**src/logic/sms_map.svh**
```systemverilog
// Purpose: constants for the startup mode selector (offsets, fields, resets, timing)
// Assumes: AXI4-Lite, 32-bit data, one aligned word per register
// Notes: header only, guarded
//
// Operation
// RULE1: both images good: mode 1 hot start, mode 2 cold start; auto flag off.
// RULE2: ram bad, flash good: ram error, ignore mode, restore, auto cold start.
// RULE3: flash bad, backup select 1: retry backup, cold start, auto flag on.
// RULE4: flash bad, backup select 0: stop, auto flag off.
// RULE5: retry path: ram to flash, flash to ram, then hmi data to ram.
// RULE6: both bad: ram error, fatal, auto flag on, no transfer, stop.
// RULE7: host recovers by downloading configuration then requesting cold start.
// RULE8: default configuration hot starts at power-on and restart.
// RULE9: cold start step one copies block data from flash into ram.
// RULE10: cold start step two loads set points, pid, hmi data into ram.
// RULE11: final cold step clears memory, output zero, manual, local set point.
// RULE12: hot start keeps memory, output and mode settings as preserved.
// RULE13: never hot start when ram image is lost.
// RULE14: restart request rising edge reruns power-on start selection.
// RULE15: decide once per start; hold flags until next start.
`ifndef SMS_MAP_SVH
`define SMS_MAP_SVH

// ------------------------------------------------------------
// register offsets
// ------------------------------------------------------------
`define SMS_OFF_CTRL 12'h000
`define SMS_OFF_STAT 12'h004
`define SMS_OFF_IRQ_STAT 12'h008
`define SMS_OFF_IRQ_MASK 12'h00C

// ------------------------------------------------------------
// fields
// ------------------------------------------------------------
`define SMS_CTRL_MODE_LSB 0
`define SMS_CTRL_BACKUP_BIT 2
`define SMS_CTRL_RESTART_BIT 3
`define SMS_STAT_RAMERR_BIT 0
`define SMS_STAT_FATAL_BIT 1
`define SMS_STAT_AUTO_BIT 2
`define SMS_STAT_RUN_BIT 3
`define SMS_STAT_STOP_BIT 4
`define SMS_STAT_HOT_BIT 5
`define SMS_STAT_BUSY_BIT 6
`define SMS_IRQ_RUN_BIT 0
`define SMS_IRQ_STOP_BIT 1

// ------------------------------------------------------------
// reset values and codes
// ------------------------------------------------------------
`define SMS_MODE_COLD 2'h2
`define SMS_MODE_RST 2'h1
`define SMS_BACKUP_RST 1'b1
`define SMS_MASK_RST 2'h0

// ------------------------------------------------------------
// timing
// ------------------------------------------------------------
`define SMS_SETTLE_CYC 2

`endif

```
**src/logic/sms_pkg.sv**
```systemverilog
// Purpose: types for the startup mode selector
// Assumes: nothing
// Notes: constants live in sms_map.svh
package sms_pkg;
    typedef enum logic [3:0] {
        SMS_IDLE,
        SMS_SETTLE,
        SMS_DECIDE,
        SMS_BACKUP,
        SMS_RESTORE,
        SMS_HMI,
        SMS_INIT,
        SMS_RUN,
        SMS_STOP
    } sms_state_t;

    typedef enum logic [1:0] {
        SMS_XF_BACKUP,
        SMS_XF_RESTORE,
        SMS_XF_HMI
    } sms_xfer_t;
endpackage

```
**src/logic/sms_sync.sv**
```systemverilog
// Purpose: two-flop synchroniser for asynchronous pins
// Assumes: single clock clk_in
// Notes: first stage read only by the second
module sms_sync (
    // clock and reset
    input wire logic clk_in,
    input wire logic rst_n_in,
    // data
    input wire logic d_in,
    output logic q_out
);
    logic meta_ff;
    logic sync_ff;

    // two stages
    always_ff @(posedge clk_in or negedge rst_n_in) begin
        if (!rst_n_in) begin
            meta_ff <= 1'b0;
            sync_ff <= 1'b0;
        end else begin
            meta_ff <= d_in;
            sync_ff <= meta_ff;
        end
    end

    assign q_out = sync_ff;
endmodule

```
**src/logic/sms_top.sv**
```systemverilog
// Purpose: start method selection and cold start transfer sequencing
// Assumes: image checks and transfer engine outside; AXI4-Lite registers
// Notes: flags held from decision until next start
`include "sms_map.svh"

module sms_top (
    // clock and reset
    input wire logic clk_in,
    input wire logic rst_n_in,
    // image health pins (asynchronous)
    input wire logic ram_valid_in,
    input wire logic flash_valid_in,
    // transfer engine handshake
    output logic xfer_start_out,
    output logic [1:0] xfer_kind_out,
    input wire logic xfer_done_in,
    // run control
    output logic clear_op_memory_out,
    output logic force_manual_out,
    output logic run_out,
    // status pins
    output logic ram_image_error_flag_out,
    output logic board_fatal_error_flag_out,
    output logic auto_cold_start_flag_out,
    output logic irq_out,
    // axi4-lite write address
    input wire logic [11:0] s_axi_awaddr,
    input wire logic s_axi_awvalid,
    output logic s_axi_awready,
    // axi4-lite write data
    input wire logic [31:0] s_axi_wdata,
    input wire logic [3:0] s_axi_wstrb,
    input wire logic s_axi_wvalid,
    output logic s_axi_wready,
    // axi4-lite write response
    output logic [1:0] s_axi_bresp,
    output logic s_axi_bvalid,
    input wire logic s_axi_bready,
    // axi4-lite read address
    input wire logic [11:0] s_axi_araddr,
    input wire logic s_axi_arvalid,
    output logic s_axi_arready,
    // axi4-lite read data
    output logic [31:0] s_axi_rdata,
    output logic [1:0] s_axi_rresp,
    output logic s_axi_rvalid,
    input wire logic s_axi_rready
);
    // ------------------------------------------------------------
    // declarations
    // ------------------------------------------------------------
    sms_pkg::sms_state_t state_ff, nxt_state;
    logic ram_ok, flash_ok, backup_start_select_ff, board_restart_request_ff;
    logic [1:0] start_mode_setting_ff, settle_ff, xfer_kind_ff, irq_stat_ff, irq_mask_ff;
    logic restart_prev_ff, restart_rise, ram_err_ff, fatal_ff, auto_ff, hot_ff;
    logic xfer_start_ff, xfer_wait_ff, nxt_xfer, clear_ff, manual_ff, run_ff, irq_ff;
    logic ev_run, ev_stop, awready_ff, wready_ff, aw_have_ff, w_have_ff, bvalid_ff;
    logic arready_ff, rvalid_ff, wr_go, rd_go, irq_rd_clr;
    logic [1:0] bresp_ff, rresp_ff, nxt_kind, nxt_irq;
    logic [3:0] wstrb_ff;
    logic [11:0] awaddr_ff;
    logic [31:0] wdata_ff, rdata_ff, stat_word;

    // ------------------------------------------------------------
    // pin synchronisers
    // ------------------------------------------------------------
    sms_sync u_sync_ram (
        .clk_in(clk_in),
        .rst_n_in(rst_n_in),
        .d_in(ram_valid_in),
        .q_out(ram_ok)
    );

    sms_sync u_sync_flash (
        .clk_in(clk_in),
        .rst_n_in(rst_n_in),
        .d_in(flash_valid_in),
        .q_out(flash_ok)
    );

    // ------------------------------------------------------------
    // start triggers
    // ------------------------------------------------------------
    // restart request edge from register bit
    always_ff @(posedge clk_in or negedge rst_n_in) begin
        if (!rst_n_in) begin
            restart_prev_ff <= 1'b0;
        end else begin
            restart_prev_ff <= board_restart_request_ff;
        end
    end

    assign restart_rise = board_restart_request_ff & ~restart_prev_ff; // RULE14

    // settle counter lets synchronised pins fill
    always_ff @(posedge clk_in or negedge rst_n_in) begin
        if (!rst_n_in) begin
            settle_ff <= 2'h0;
        end else if (state_ff == sms_pkg::SMS_SETTLE) begin
            settle_ff <= settle_ff + 2'h1;
        end else begin
            settle_ff <= 2'h0;
        end
    end

    // ------------------------------------------------------------
    // sequencer
    // ------------------------------------------------------------
    // next state
    always_comb begin
        nxt_state = state_ff;
        case (state_ff)
            sms_pkg::SMS_IDLE: begin
                nxt_state = sms_pkg::SMS_SETTLE; // power-on start
            end
            sms_pkg::SMS_SETTLE: begin
                if (settle_ff == 2'(`SMS_SETTLE_CYC)) begin
                    nxt_state = sms_pkg::SMS_DECIDE;
                end
            end
            sms_pkg::SMS_DECIDE: begin
                if (!ram_ok && !flash_ok) begin
                    nxt_state = sms_pkg::SMS_STOP; // RULE6
                end else if (!ram_ok) begin
                    nxt_state = sms_pkg::SMS_RESTORE; // RULE2 RULE13
                end else if (!flash_ok) begin
                    nxt_state = backup_start_select_ff ? sms_pkg::SMS_BACKUP
                                                       : sms_pkg::SMS_STOP; // RULE3 RULE4
                end else if (start_mode_setting_ff == `SMS_MODE_COLD) begin
                    nxt_state = sms_pkg::SMS_RESTORE; // RULE1
                end else begin
                    nxt_state = sms_pkg::SMS_RUN; // RULE1 RULE8 RULE12
                end
            end
            // transfer states are consecutive: backup, restore, hmi, then init
            sms_pkg::SMS_BACKUP, sms_pkg::SMS_RESTORE, sms_pkg::SMS_HMI: begin
                if (xfer_wait_ff && xfer_done_in) begin
                    nxt_state = sms_pkg::sms_state_t'(state_ff + 4'h1); // RULE5 RULE9 RULE10
                end
            end
            sms_pkg::SMS_INIT: begin
                nxt_state = sms_pkg::SMS_RUN; // RULE11
            end
            sms_pkg::SMS_RUN, sms_pkg::SMS_STOP: begin
                if (restart_rise) begin
                    nxt_state = sms_pkg::SMS_SETTLE; // RULE14
                end
            end
            default: begin
                nxt_state = sms_pkg::SMS_IDLE;
            end
        endcase
    end

    // state register
    always_ff @(posedge clk_in or negedge rst_n_in) begin
        if (!rst_n_in) begin
            state_ff <= sms_pkg::SMS_IDLE;
        end else begin
            state_ff <= nxt_state;
        end
    end

    // status flags set once at decision, held until next start
    always_ff @(posedge clk_in or negedge rst_n_in) begin
        if (!rst_n_in) begin
            ram_err_ff <= 1'b0;
            fatal_ff <= 1'b0;
            auto_ff <= 1'b0;
            hot_ff <= 1'b0;
        end else if (state_ff == sms_pkg::SMS_DECIDE) begin // RULE15
            ram_err_ff <= ~ram_ok; // RULE2 RULE6
            fatal_ff <= ~ram_ok & ~flash_ok; // RULE6
            auto_ff <= ~ram_ok | (~flash_ok & backup_start_select_ff); // RULE3 RULE4
            hot_ff <= ram_ok & flash_ok & (start_mode_setting_ff != `SMS_MODE_COLD); // RULE13
        end
    end

    // transfer requests: one pulse per transfer state, then wait for done
    assign nxt_xfer = nxt_state inside {sms_pkg::SMS_BACKUP, sms_pkg::SMS_RESTORE,
                                        sms_pkg::SMS_HMI};
    assign nxt_kind = (nxt_state == sms_pkg::SMS_BACKUP) ? 2'(sms_pkg::SMS_XF_BACKUP) : // RULE5
                      (nxt_state == sms_pkg::SMS_RESTORE) ? 2'(sms_pkg::SMS_XF_RESTORE) : // RULE9
                      2'(sms_pkg::SMS_XF_HMI); // RULE10

    always_ff @(posedge clk_in or negedge rst_n_in) begin
        if (!rst_n_in) begin
            xfer_start_ff <= 1'b0;
            xfer_kind_ff <= 2'h0;
            xfer_wait_ff <= 1'b0;
        end else if (nxt_state != state_ff) begin
            xfer_start_ff <= nxt_xfer;
            xfer_wait_ff <= nxt_xfer;
            if (nxt_xfer) begin
                xfer_kind_ff <= nxt_kind;
            end
        end else begin
            xfer_start_ff <= 1'b0;
        end
    end

    // run control: init pulse on cold start, manual held, run level
    always_ff @(posedge clk_in or negedge rst_n_in) begin
        if (!rst_n_in) begin
            clear_ff <= 1'b0;
            manual_ff <= 1'b0;
            run_ff <= 1'b0;
        end else begin
            clear_ff <= (nxt_state == sms_pkg::SMS_INIT); // RULE11
            if (nxt_state == sms_pkg::SMS_INIT) begin
                manual_ff <= 1'b1; // RULE11
            end else if (nxt_state == sms_pkg::SMS_SETTLE) begin
                manual_ff <= 1'b0; // RULE12
            end
            run_ff <= (nxt_state == sms_pkg::SMS_RUN);
        end
    end

    // ------------------------------------------------------------
    // interrupts
    // ------------------------------------------------------------
    assign ev_run = (nxt_state == sms_pkg::SMS_RUN) && (state_ff != sms_pkg::SMS_RUN);
    assign ev_stop = (nxt_state == sms_pkg::SMS_STOP) && (state_ff != sms_pkg::SMS_STOP);
    assign irq_rd_clr = rd_go && (s_axi_araddr == `SMS_OFF_IRQ_STAT);

    assign nxt_irq = (irq_rd_clr ? 2'h0 : irq_stat_ff) | {ev_stop, ev_run};

    // sticky status, read clears, set wins; irq follows next status ANDed with irq_mask_ff
    always_ff @(posedge clk_in or negedge rst_n_in) begin
        if (!rst_n_in) begin
            irq_stat_ff <= 2'h0;
            irq_ff <= 1'b0;
        end else begin
            irq_stat_ff <= nxt_irq;
            irq_ff <= |(nxt_irq & irq_mask_ff);
        end
    end

    // ------------------------------------------------------------
    // axi4-lite slave
    // ------------------------------------------------------------
    assign wr_go = aw_have_ff && w_have_ff && !bvalid_ff;
    assign rd_go = s_axi_arvalid && arready_ff;

    // capture write address and data in either order
    always_ff @(posedge clk_in or negedge rst_n_in) begin
        if (!rst_n_in) begin
            aw_have_ff <= 1'b0;
            awaddr_ff <= 12'h000;
            awready_ff <= 1'b1;
            w_have_ff <= 1'b0;
            wdata_ff <= 32'h0000_0000;
            wstrb_ff <= 4'h0;
            wready_ff <= 1'b1;
        end else begin
            if (s_axi_awvalid && awready_ff) begin
                aw_have_ff <= 1'b1;
                awaddr_ff <= s_axi_awaddr;
                awready_ff <= 1'b0;
            end else if (wr_go) begin
                aw_have_ff <= 1'b0;
            end
            if (s_axi_wvalid && wready_ff) begin
                w_have_ff <= 1'b1;
                wdata_ff <= s_axi_wdata;
                wstrb_ff <= s_axi_wstrb;
                wready_ff <= 1'b0;
            end else if (wr_go) begin
                w_have_ff <= 1'b0;
            end
            if (bvalid_ff && s_axi_bready) begin
                awready_ff <= 1'b1;
                wready_ff <= 1'b1;
            end
        end
    end

    // register writes and write response
    always_ff @(posedge clk_in or negedge rst_n_in) begin
        if (!rst_n_in) begin
            start_mode_setting_ff <= `SMS_MODE_RST; // RULE8
            backup_start_select_ff <= `SMS_BACKUP_RST;
            board_restart_request_ff <= 1'b0;
            irq_mask_ff <= `SMS_MASK_RST;
            bvalid_ff <= 1'b0;
            bresp_ff <= 2'h0;
        end else begin
            if (bvalid_ff && s_axi_bready) begin
                bvalid_ff <= 1'b0;
            end
            if (wr_go) begin
                bvalid_ff <= 1'b1;
                bresp_ff <= 2'h0;
                case (awaddr_ff)
                    `SMS_OFF_CTRL: begin
                        if (wstrb_ff[0]) begin
                            start_mode_setting_ff <= wdata_ff[`SMS_CTRL_MODE_LSB +: 2];
                            backup_start_select_ff <= wdata_ff[`SMS_CTRL_BACKUP_BIT];
                            board_restart_request_ff <= wdata_ff[`SMS_CTRL_RESTART_BIT];
                        end
                    end
                    `SMS_OFF_IRQ_MASK: begin
                        if (wstrb_ff[0]) begin
                            irq_mask_ff <= wdata_ff[1:0];
                        end
                    end
                    `SMS_OFF_STAT, `SMS_OFF_IRQ_STAT: begin
                        bresp_ff <= 2'h0;
                    end
                    default: begin
                        bresp_ff <= 2'h2;
                    end
                endcase
            end
        end
    end

    assign stat_word = {25'h000_0000, (state_ff != sms_pkg::SMS_RUN &&
                        state_ff != sms_pkg::SMS_STOP), hot_ff,
                        (state_ff == sms_pkg::SMS_STOP), run_ff, auto_ff, fatal_ff, ram_err_ff};

    // read channel
    always_ff @(posedge clk_in or negedge rst_n_in) begin
        if (!rst_n_in) begin
            arready_ff <= 1'b1;
            rvalid_ff <= 1'b0;
            rdata_ff <= 32'h0000_0000;
            rresp_ff <= 2'h0;
        end else begin
            if (rd_go) begin
                arready_ff <= 1'b0;
                rvalid_ff <= 1'b1;
                rresp_ff <= 2'h0;
                case (s_axi_araddr)
                    `SMS_OFF_CTRL: rdata_ff <= {28'h000_0000, board_restart_request_ff,
                                                backup_start_select_ff, start_mode_setting_ff};
                    `SMS_OFF_STAT: rdata_ff <= stat_word;
                    `SMS_OFF_IRQ_STAT: rdata_ff <= {30'h0000_0000, irq_stat_ff};
                    `SMS_OFF_IRQ_MASK: rdata_ff <= {30'h0000_0000, irq_mask_ff};
                    default: begin
                        rdata_ff <= 32'h0000_0000;
                        rresp_ff <= 2'h2;
                    end
                endcase
            end else if (rvalid_ff && s_axi_rready) begin
                rvalid_ff <= 1'b0;
                arready_ff <= 1'b1;
            end
        end
    end

    // ------------------------------------------------------------
    // outputs
    // ------------------------------------------------------------
    assign xfer_start_out = xfer_start_ff;
    assign xfer_kind_out = xfer_kind_ff;
    assign clear_op_memory_out = clear_ff;
    assign force_manual_out = manual_ff;
    assign run_out = run_ff;
    assign ram_image_error_flag_out = ram_err_ff;
    assign board_fatal_error_flag_out = fatal_ff;
    assign auto_cold_start_flag_out = auto_ff;
    assign irq_out = irq_ff;
    assign s_axi_awready = awready_ff;
    assign s_axi_wready = wready_ff;
    assign s_axi_bvalid = bvalid_ff;
    assign s_axi_bresp = bresp_ff;
    assign s_axi_arready = arready_ff;
    assign s_axi_rvalid = rvalid_ff;
    assign s_axi_rdata = rdata_ff;
    assign s_axi_rresp = rresp_ff;
endmodule

```
**config.mk**
```make
export PLATFORM = sky130hd
export DESIGN_NAME = sms_top
export DESIGN_NICKNAME = d
export VERILOG_FILES = /design/src/logic/sms_pkg.sv /design/src/logic/sms_sync.sv /design/src/logic/sms_top.sv
export VERILOG_INCLUDE_DIRS = /design/src /design/src/logic
export SDC_FILE = /design/constraint.sdc
export NUM_CORES = 1
export LEC_CHECK = 0
export BUFFER_PORTS_ARGS = -buffer_cell sky130_fd_sc_hd__buf_4
export CORE_UTILIZATION = 50
export DETAILED_ROUTE_END_ITERATION = 10
export HOLD_SLACK_MARGIN = 0.08
export PLACE_DENSITY = 0.89
export SYNTH_ARGS = -nofsm -noshare
export SYNTH_HDL_FRONTEND = slang
export SYNTH_SLANG_ARGS = --single-unit
export TNS_END_PERCENT = 5
```
**constraint.sdc**
```tcl
create_clock -name clk_in -period 2.8 [get_ports clk_in]
set_input_delay 0.14 -clock clk_in [delete_from_list [all_inputs] [get_ports clk_in]]
set_output_delay 0.14 -clock clk_in [all_outputs]
set_load 0.01 [all_outputs]
```
==> Word-level counts from Yosys, hierarchy flattened <==
Index checks and enable logic that the tools add are counted.
{ "totals": {"out_inout_bits": 51, "latchBits": 0, "mem_count": 0, "regBits": 91, "romBits": 0, "mem_bits_rw": 0} }
{ "classes": {"mux": 32, "n_div": 0, "multipliers": 0, "eq_ne": 27, "bitwise_logic": 11, "magnitude_cmp": 0, "shift": 0, "addsub": 2, "n_reduce_logical": 35} }
{ "op_table": {"columns": ["cell", "count"], "rows": [
  ["12-bit by 4-bit == test with 1-bit output (second input constant)", 4],
  ["4-bit by 3-bit == test with 1-bit output (second input constant)", 8],
  ["4-bit two-way mux", 7],
  ["7-bit one-hot mux with 4 select lines", 1],
  ["12-bit by 3-bit == test with 1-bit output (second input constant)", 2],
  ["12-bit zero test", 2],
  ["4-bit one-hot mux with 6 select lines", 1],
  ["1-bit two-way mux", 16],
  ["2-bit two-way mux", 7],
  ["2-bit nonzero test", 7],
  ["1-bit logical AND", 13],
  ["4-bit by 2-bit == test with 1-bit output (second input constant)", 3],
  ["4-bit by 1-bit == test with 1-bit output (second input constant)", 2],
  ["4-bit == test (second input constant)", 2],
  ["4-bit OR reduction", 2],
  ["3-bit AND reduction", 2],
  ["1-bit AND", 5],
  ["4-bit by 1-bit adder with 4-bit output (second input constant)", 1],
  ["2-bit == test (second input constant)", 2],
  ["4-bit zero test", 1],
  ["4-bit by 3-bit != test with 1-bit output (second input constant)", 1],
  ["4-bit != test", 1],
  ["4-bit != test (second input constant)", 1],
  ["2-bit OR reduction", 2],
  ["10 further kinds", 14]
]} }

==> Longest topological paths before layout <==
{ "depth": {"word_depth": 11, "mapped_depth": 10, "ltp_nobuf": 9} }

==> Hierarchy <==
A second synthesis with hierarchy kept.
{ "hier_totals": {"cells_unflattened": 308, "area_unflattened_um2": 3362.0} }
{ "by_module_without_submodules": {"columns": ["mod", "n_inst", "cells_per_inst", "seq_area_each_um2", "area_each_um2"], "rows": [
  ["sms_top", 1, 304, 1507.7, 3261.9],
  ["sms_sync", 2, 2, 50.0, 50.0]
]} }

==> Worst setup path after synthesis <==
Ideal clock, no wire load.
{ "synth_path": {"path_type": "flip-flop to flip-flop", "startpoint": "register state_ff[0]", "endpoint": "register xfer_kind_ff[1] (netlist: xfer_kind_out[1])", "setup_ns": 0.120, "setup_slack_ns": 0.375, "t_arrival_ns": 2.305, "path_buffers": 1, "path_stages_with_launch": 10, "t_required_ns": 2.680, "path_cell_list": "dfrtp_1 > buf_6 > inv_1 > ha_1 > nor3b_2 > nor3_2 > a211oi_4 > a211oi_1 > o31a_4 > o211a_1"} }
{ "synth_via": {"elab_chain_cells": 6, "elab_cells_between_ends": 24, "cone_classes": "1 x add/sub; 12 x eq/ne; 6 x mux; 5 x reduce/logical"} }
{ "synth_rtl": {"columns": ["item", "line_no", "rtl"], "rows": [
  ["start, declared", "sms_top.sv:52", "sms_pkg::sms_state_t state_ff, nxt_state;"],
  ["start signal, assigned", "sms_top.sv:158", "state_ff <= sms_pkg::SMS_IDLE;"],
  ["start signal, assigned", "sms_top.sv:160", "state_ff <= nxt_state;"],
  ["4-bit by 1-bit adder with 4-bit output, or another cell as far along", "sms_top.sv:138", "nxt_state = sms_pkg::sms_state_t'(state_ff + 4'h1);"],
  ["4-bit two-way mux, or another cell as far along", "sms_top.sv:137", "if (xfer_wait_ff && xfer_done_in) begin"],
  ["4-bit one-hot mux with 6 select lines", "sms_top.sv:112", "case (state_ff)"],
  ["4-bit by 2-bit == test with 1-bit output, or another cell as far along", "sms_top.sv:180, sms_top.sv:182", null],
  ["3-bit nonzero test or 2-bit two-way mux (tied branches)", "sms_top.sv:180, sms_top.sv:183", null],
  ["2-bit AND reduction (no source line) or 2-bit two-way mux (tied branches)", null, null],
  ["end signal, assigned", "sms_top.sv:195", "xfer_kind_ff <= nxt_kind;"],
  ["end, declared", "sms_top.sv:54", "logic [1:0] start_mode_setting_ff, settle_ff, xfer_kind_ff, irq_stat_ff, irq_mask_ff;"]
]} }
Several ways; a longest one is shown, not always the timed one.
A chain may end at the register's enable or synchronous reset.

==> Worst setup path in the final report <==
{ "layout_path": {"startpoint": "register state_ff[0]", "endpoint": "register xfer_kind_ff[0] (netlist: xfer_kind_out[0])"} }
Same word-level chain as after synthesis.

==> flow_summary.ini <==
[status]
status = complete, but fails checks
violations = DRC

[sta]
hold_viol = 0
worst_slack_ns = 0.302
post-route-min-period_ns = 2.50
tightest_slew_ns = 0.791
drv_slew = 0
rsz0062_at_grt = no
max_slew_margin = 0.473
skew_ns = 0.00892
fin_setup_tns_ns = 0
period_share = 0.892
setup_viol = 0
max_freq_mhz = 400
hold_ws_ns = 0.149

[yosys]
synth-edff-count = 0
yosys.area.top_type = dfrtp_1
netlist_instances = 308
synth_cell_type_count = 63
synth_area_sq_um = 3360
ys.flop_type = dfrtp_1
ys_warn_count = 0
avgSynthCellArea_sq_um = 10.9
yosys-top-cells-count = 59 x dfrtp_1, 31 x nand2_1, 27 x buf_4
ys_seq_area_frac = 0.479
async_reset_ff_frac = 1.00
ys_top_cells_by_area = dfrtp_1 44%, mux2_2 8.1%, buf_4 6.0%
ys_ff_latch = 64
synth_top_cell_area_share = 0.440
synth.most_common_cell = dfrtp_1

[global_route]
track_usage = 0.236
antenna_found_initial = 0
grt_pass1_vias = 2728
grt.overflow.total = 0
grt_max_degree = 65
grt_pass1_wl_mm = 12.8

[route]
drt_iter0_drc = 161
firstDrtPassIters = 11
ant_nets = 0
post-route-drc-count = 20
vias = 2695
drt_wl_total_mm = 7.74
vias_per_cell = 5.48
avgRoutedWirePerCell_microns = 15.7

[cells_and_area]
fin_area_sq_um = 4290
fin_nets = 485
antenna-diode-count = 0
drive_gt1_frac = 0.318
num-fill-cells = 487
final_util = 0.667
area_growth_pct = 27.7

[placement]
pre_cts_ws_ns = 0.338
hpwl_mm = 5.22
placed_area_sq_um = 3820
port_buffers = 62
finalWeightedCongestion = 0.861

[run]
cap_viol_max_count = 0

[clock_network]
cts.sinks = 64
cts_tree = done
clk_pin_slew_worst_paths_ns = 0.08
cts-htree-levels = 3
insertion_delay_ns = 0.35
cts_resized = 0
cts_root_buf = clkbuf_8
cts-buffers-inserted = 9
clock_tree.buffer_depth = 2

[power_and_ir_drop]
ir_worst_vdd_v = 0.000494
p_leak_uw = 0.00202
power_density_nw_per_um2 = 842

[setup_path]
cp.required_ns = 3.07
endpoint_kind = flip-flop
critical_path.max_fanout = 5
critical_path_class = reg -> reg
critPathArrivalTime_ns = 2.77
cp-start-kind = flip-flop

[floorplan]
io-pin-count = 121
die_x_microns = 83.9
core_region_area_sq_um = 6420
rows = 29
die_area_sq_um = 7040
chipHeight_microns = 83.9
initial_utilization = 0.523

[hold_path]
hp-class = in -> reg
[power breakdown]
| group | leakage, uW | switching, uW | internal, uW |
|---|---|---|---|
| clock | 0.0000845 | 379 | 346 |
| combinational | 0.00113 | 729 | 739 |
| sequential | 0.000798 | 212 | 1200 |
| total | 0.00202 | 1320 | 2290 |
[stage by stage]
stage | power [uW] | std cells
floorplan | 2380 | 334
global placement | 2750 | 448
detailed placement | 2820 | 448
CTS | 3590 | 492
global route | 3830 | 492
finish | 3610 | 492
[sequential cells by signal, summed over array words and instances (netlist names), 2 cells and up]
register	flops
irq_mask_ff	2
s_axi_rdata	7
wdata_ff	4
xfer_kind_out	2
awaddr_ff	12
state_ff	4
irq_stat_ff	2
settle_ff	2
start_mode_setting_ff	2
[worst max-delay path: stages (launching register included)]
cell and delay [ns]:
dfrtp_1 0.40, inv_1 0.08, ha_1 0.26, nor3b_2 0.33
nor3_2 0.13, a211oi_4 0.34, nand2_1 0.16, or4_1 0.54
o211ai_1 0.18
[worst paths after layout]
kind,startpoint,end,slack (ns),cells after the start
max,state_ff[0]$_DFF_PN0_,xfer_kind_out[0]$_DFFE_PN0P_,0.30,8
min,s_axi_araddr[3],s_axi_rdata[2]$_DFFE_PN0P_,0.15,3
max reg2reg,state_ff[0]$_DFF_PN0_,xfer_kind_out[0]$_DFFE_PN0P_,0.30,8
min reg2reg,u_sync_flash.meta_ff$_DFF_PN0_,u_sync_flash.q_out$_DFF_PN0_,0.36,0
max in group asynchronous,rst_n_in,wstrb_ff[0]$_DFFE_PN0P_,1.87,2
min in group asynchronous,rst_n_in,xfer_start_out$_DFF_PN0_,0.39,2
[routing by layer]
metal | track usage | share of wire
met5 | 0 | 0
met4 | 0.118 | 0.027
met3 | 0.0554 | 0.049
met2 | 0.407 | 0.51
met1 | 0.276 | 0.41
[layout make-up]
class | count | area (sq um) | area share
Clock buffer | 10 | 138 | 0.0321
Tap cell | 77 | 96.3 | 0.0225
Inverter | 13 | 48.8 | 0.0114
Timing Repair Buffer | 99 | 813 | 0.190
Sequential cell | 64 | 1610 | 0.375
Clock inverter | 6 | 45.0 | 0.0105
Multi-Input combinational cell | 223 | 1540 | 0.359
[what timing repair did]
action / in CTS / in global routing
setup buffers: 0 / 0
hold buffers: 28 / 0
setup endpoints to repair: 0 / 0
endpoints found under the hold margin: 83 / 0
[cells in the final DEF (no fill, tap or decap), types with 7 or more instances in the layout]
master,instances
clkbuf_8,10
conb_1,27
nand3_1,8
inv_1,13
dlygate4sd3_1,28
nand2_1,31
mux2i_1,7
mux2_2,24
a21oi_1,10
nor2_1,11
buf_4,71
o21ai_0,16
dfrtp_1,59
o31ai_1,7
[cell families (layout without fill, tap and decap cells)]
group / Yosys count / after routing / synth area share
other cells: 1 / 27 / 0.00112
mux: 31 / 31 / 0.101
fa+ha+maj: 5 / 5 / 0.0186
compound gates: 65 / 65 / 0.152
flops: 64 / 64 / 0.479
buf+inv: 47 / 128 / 0.0917
simple gates: 95 / 95 / 0.155
No activity file was read; power rests on OpenSTA's default activity.
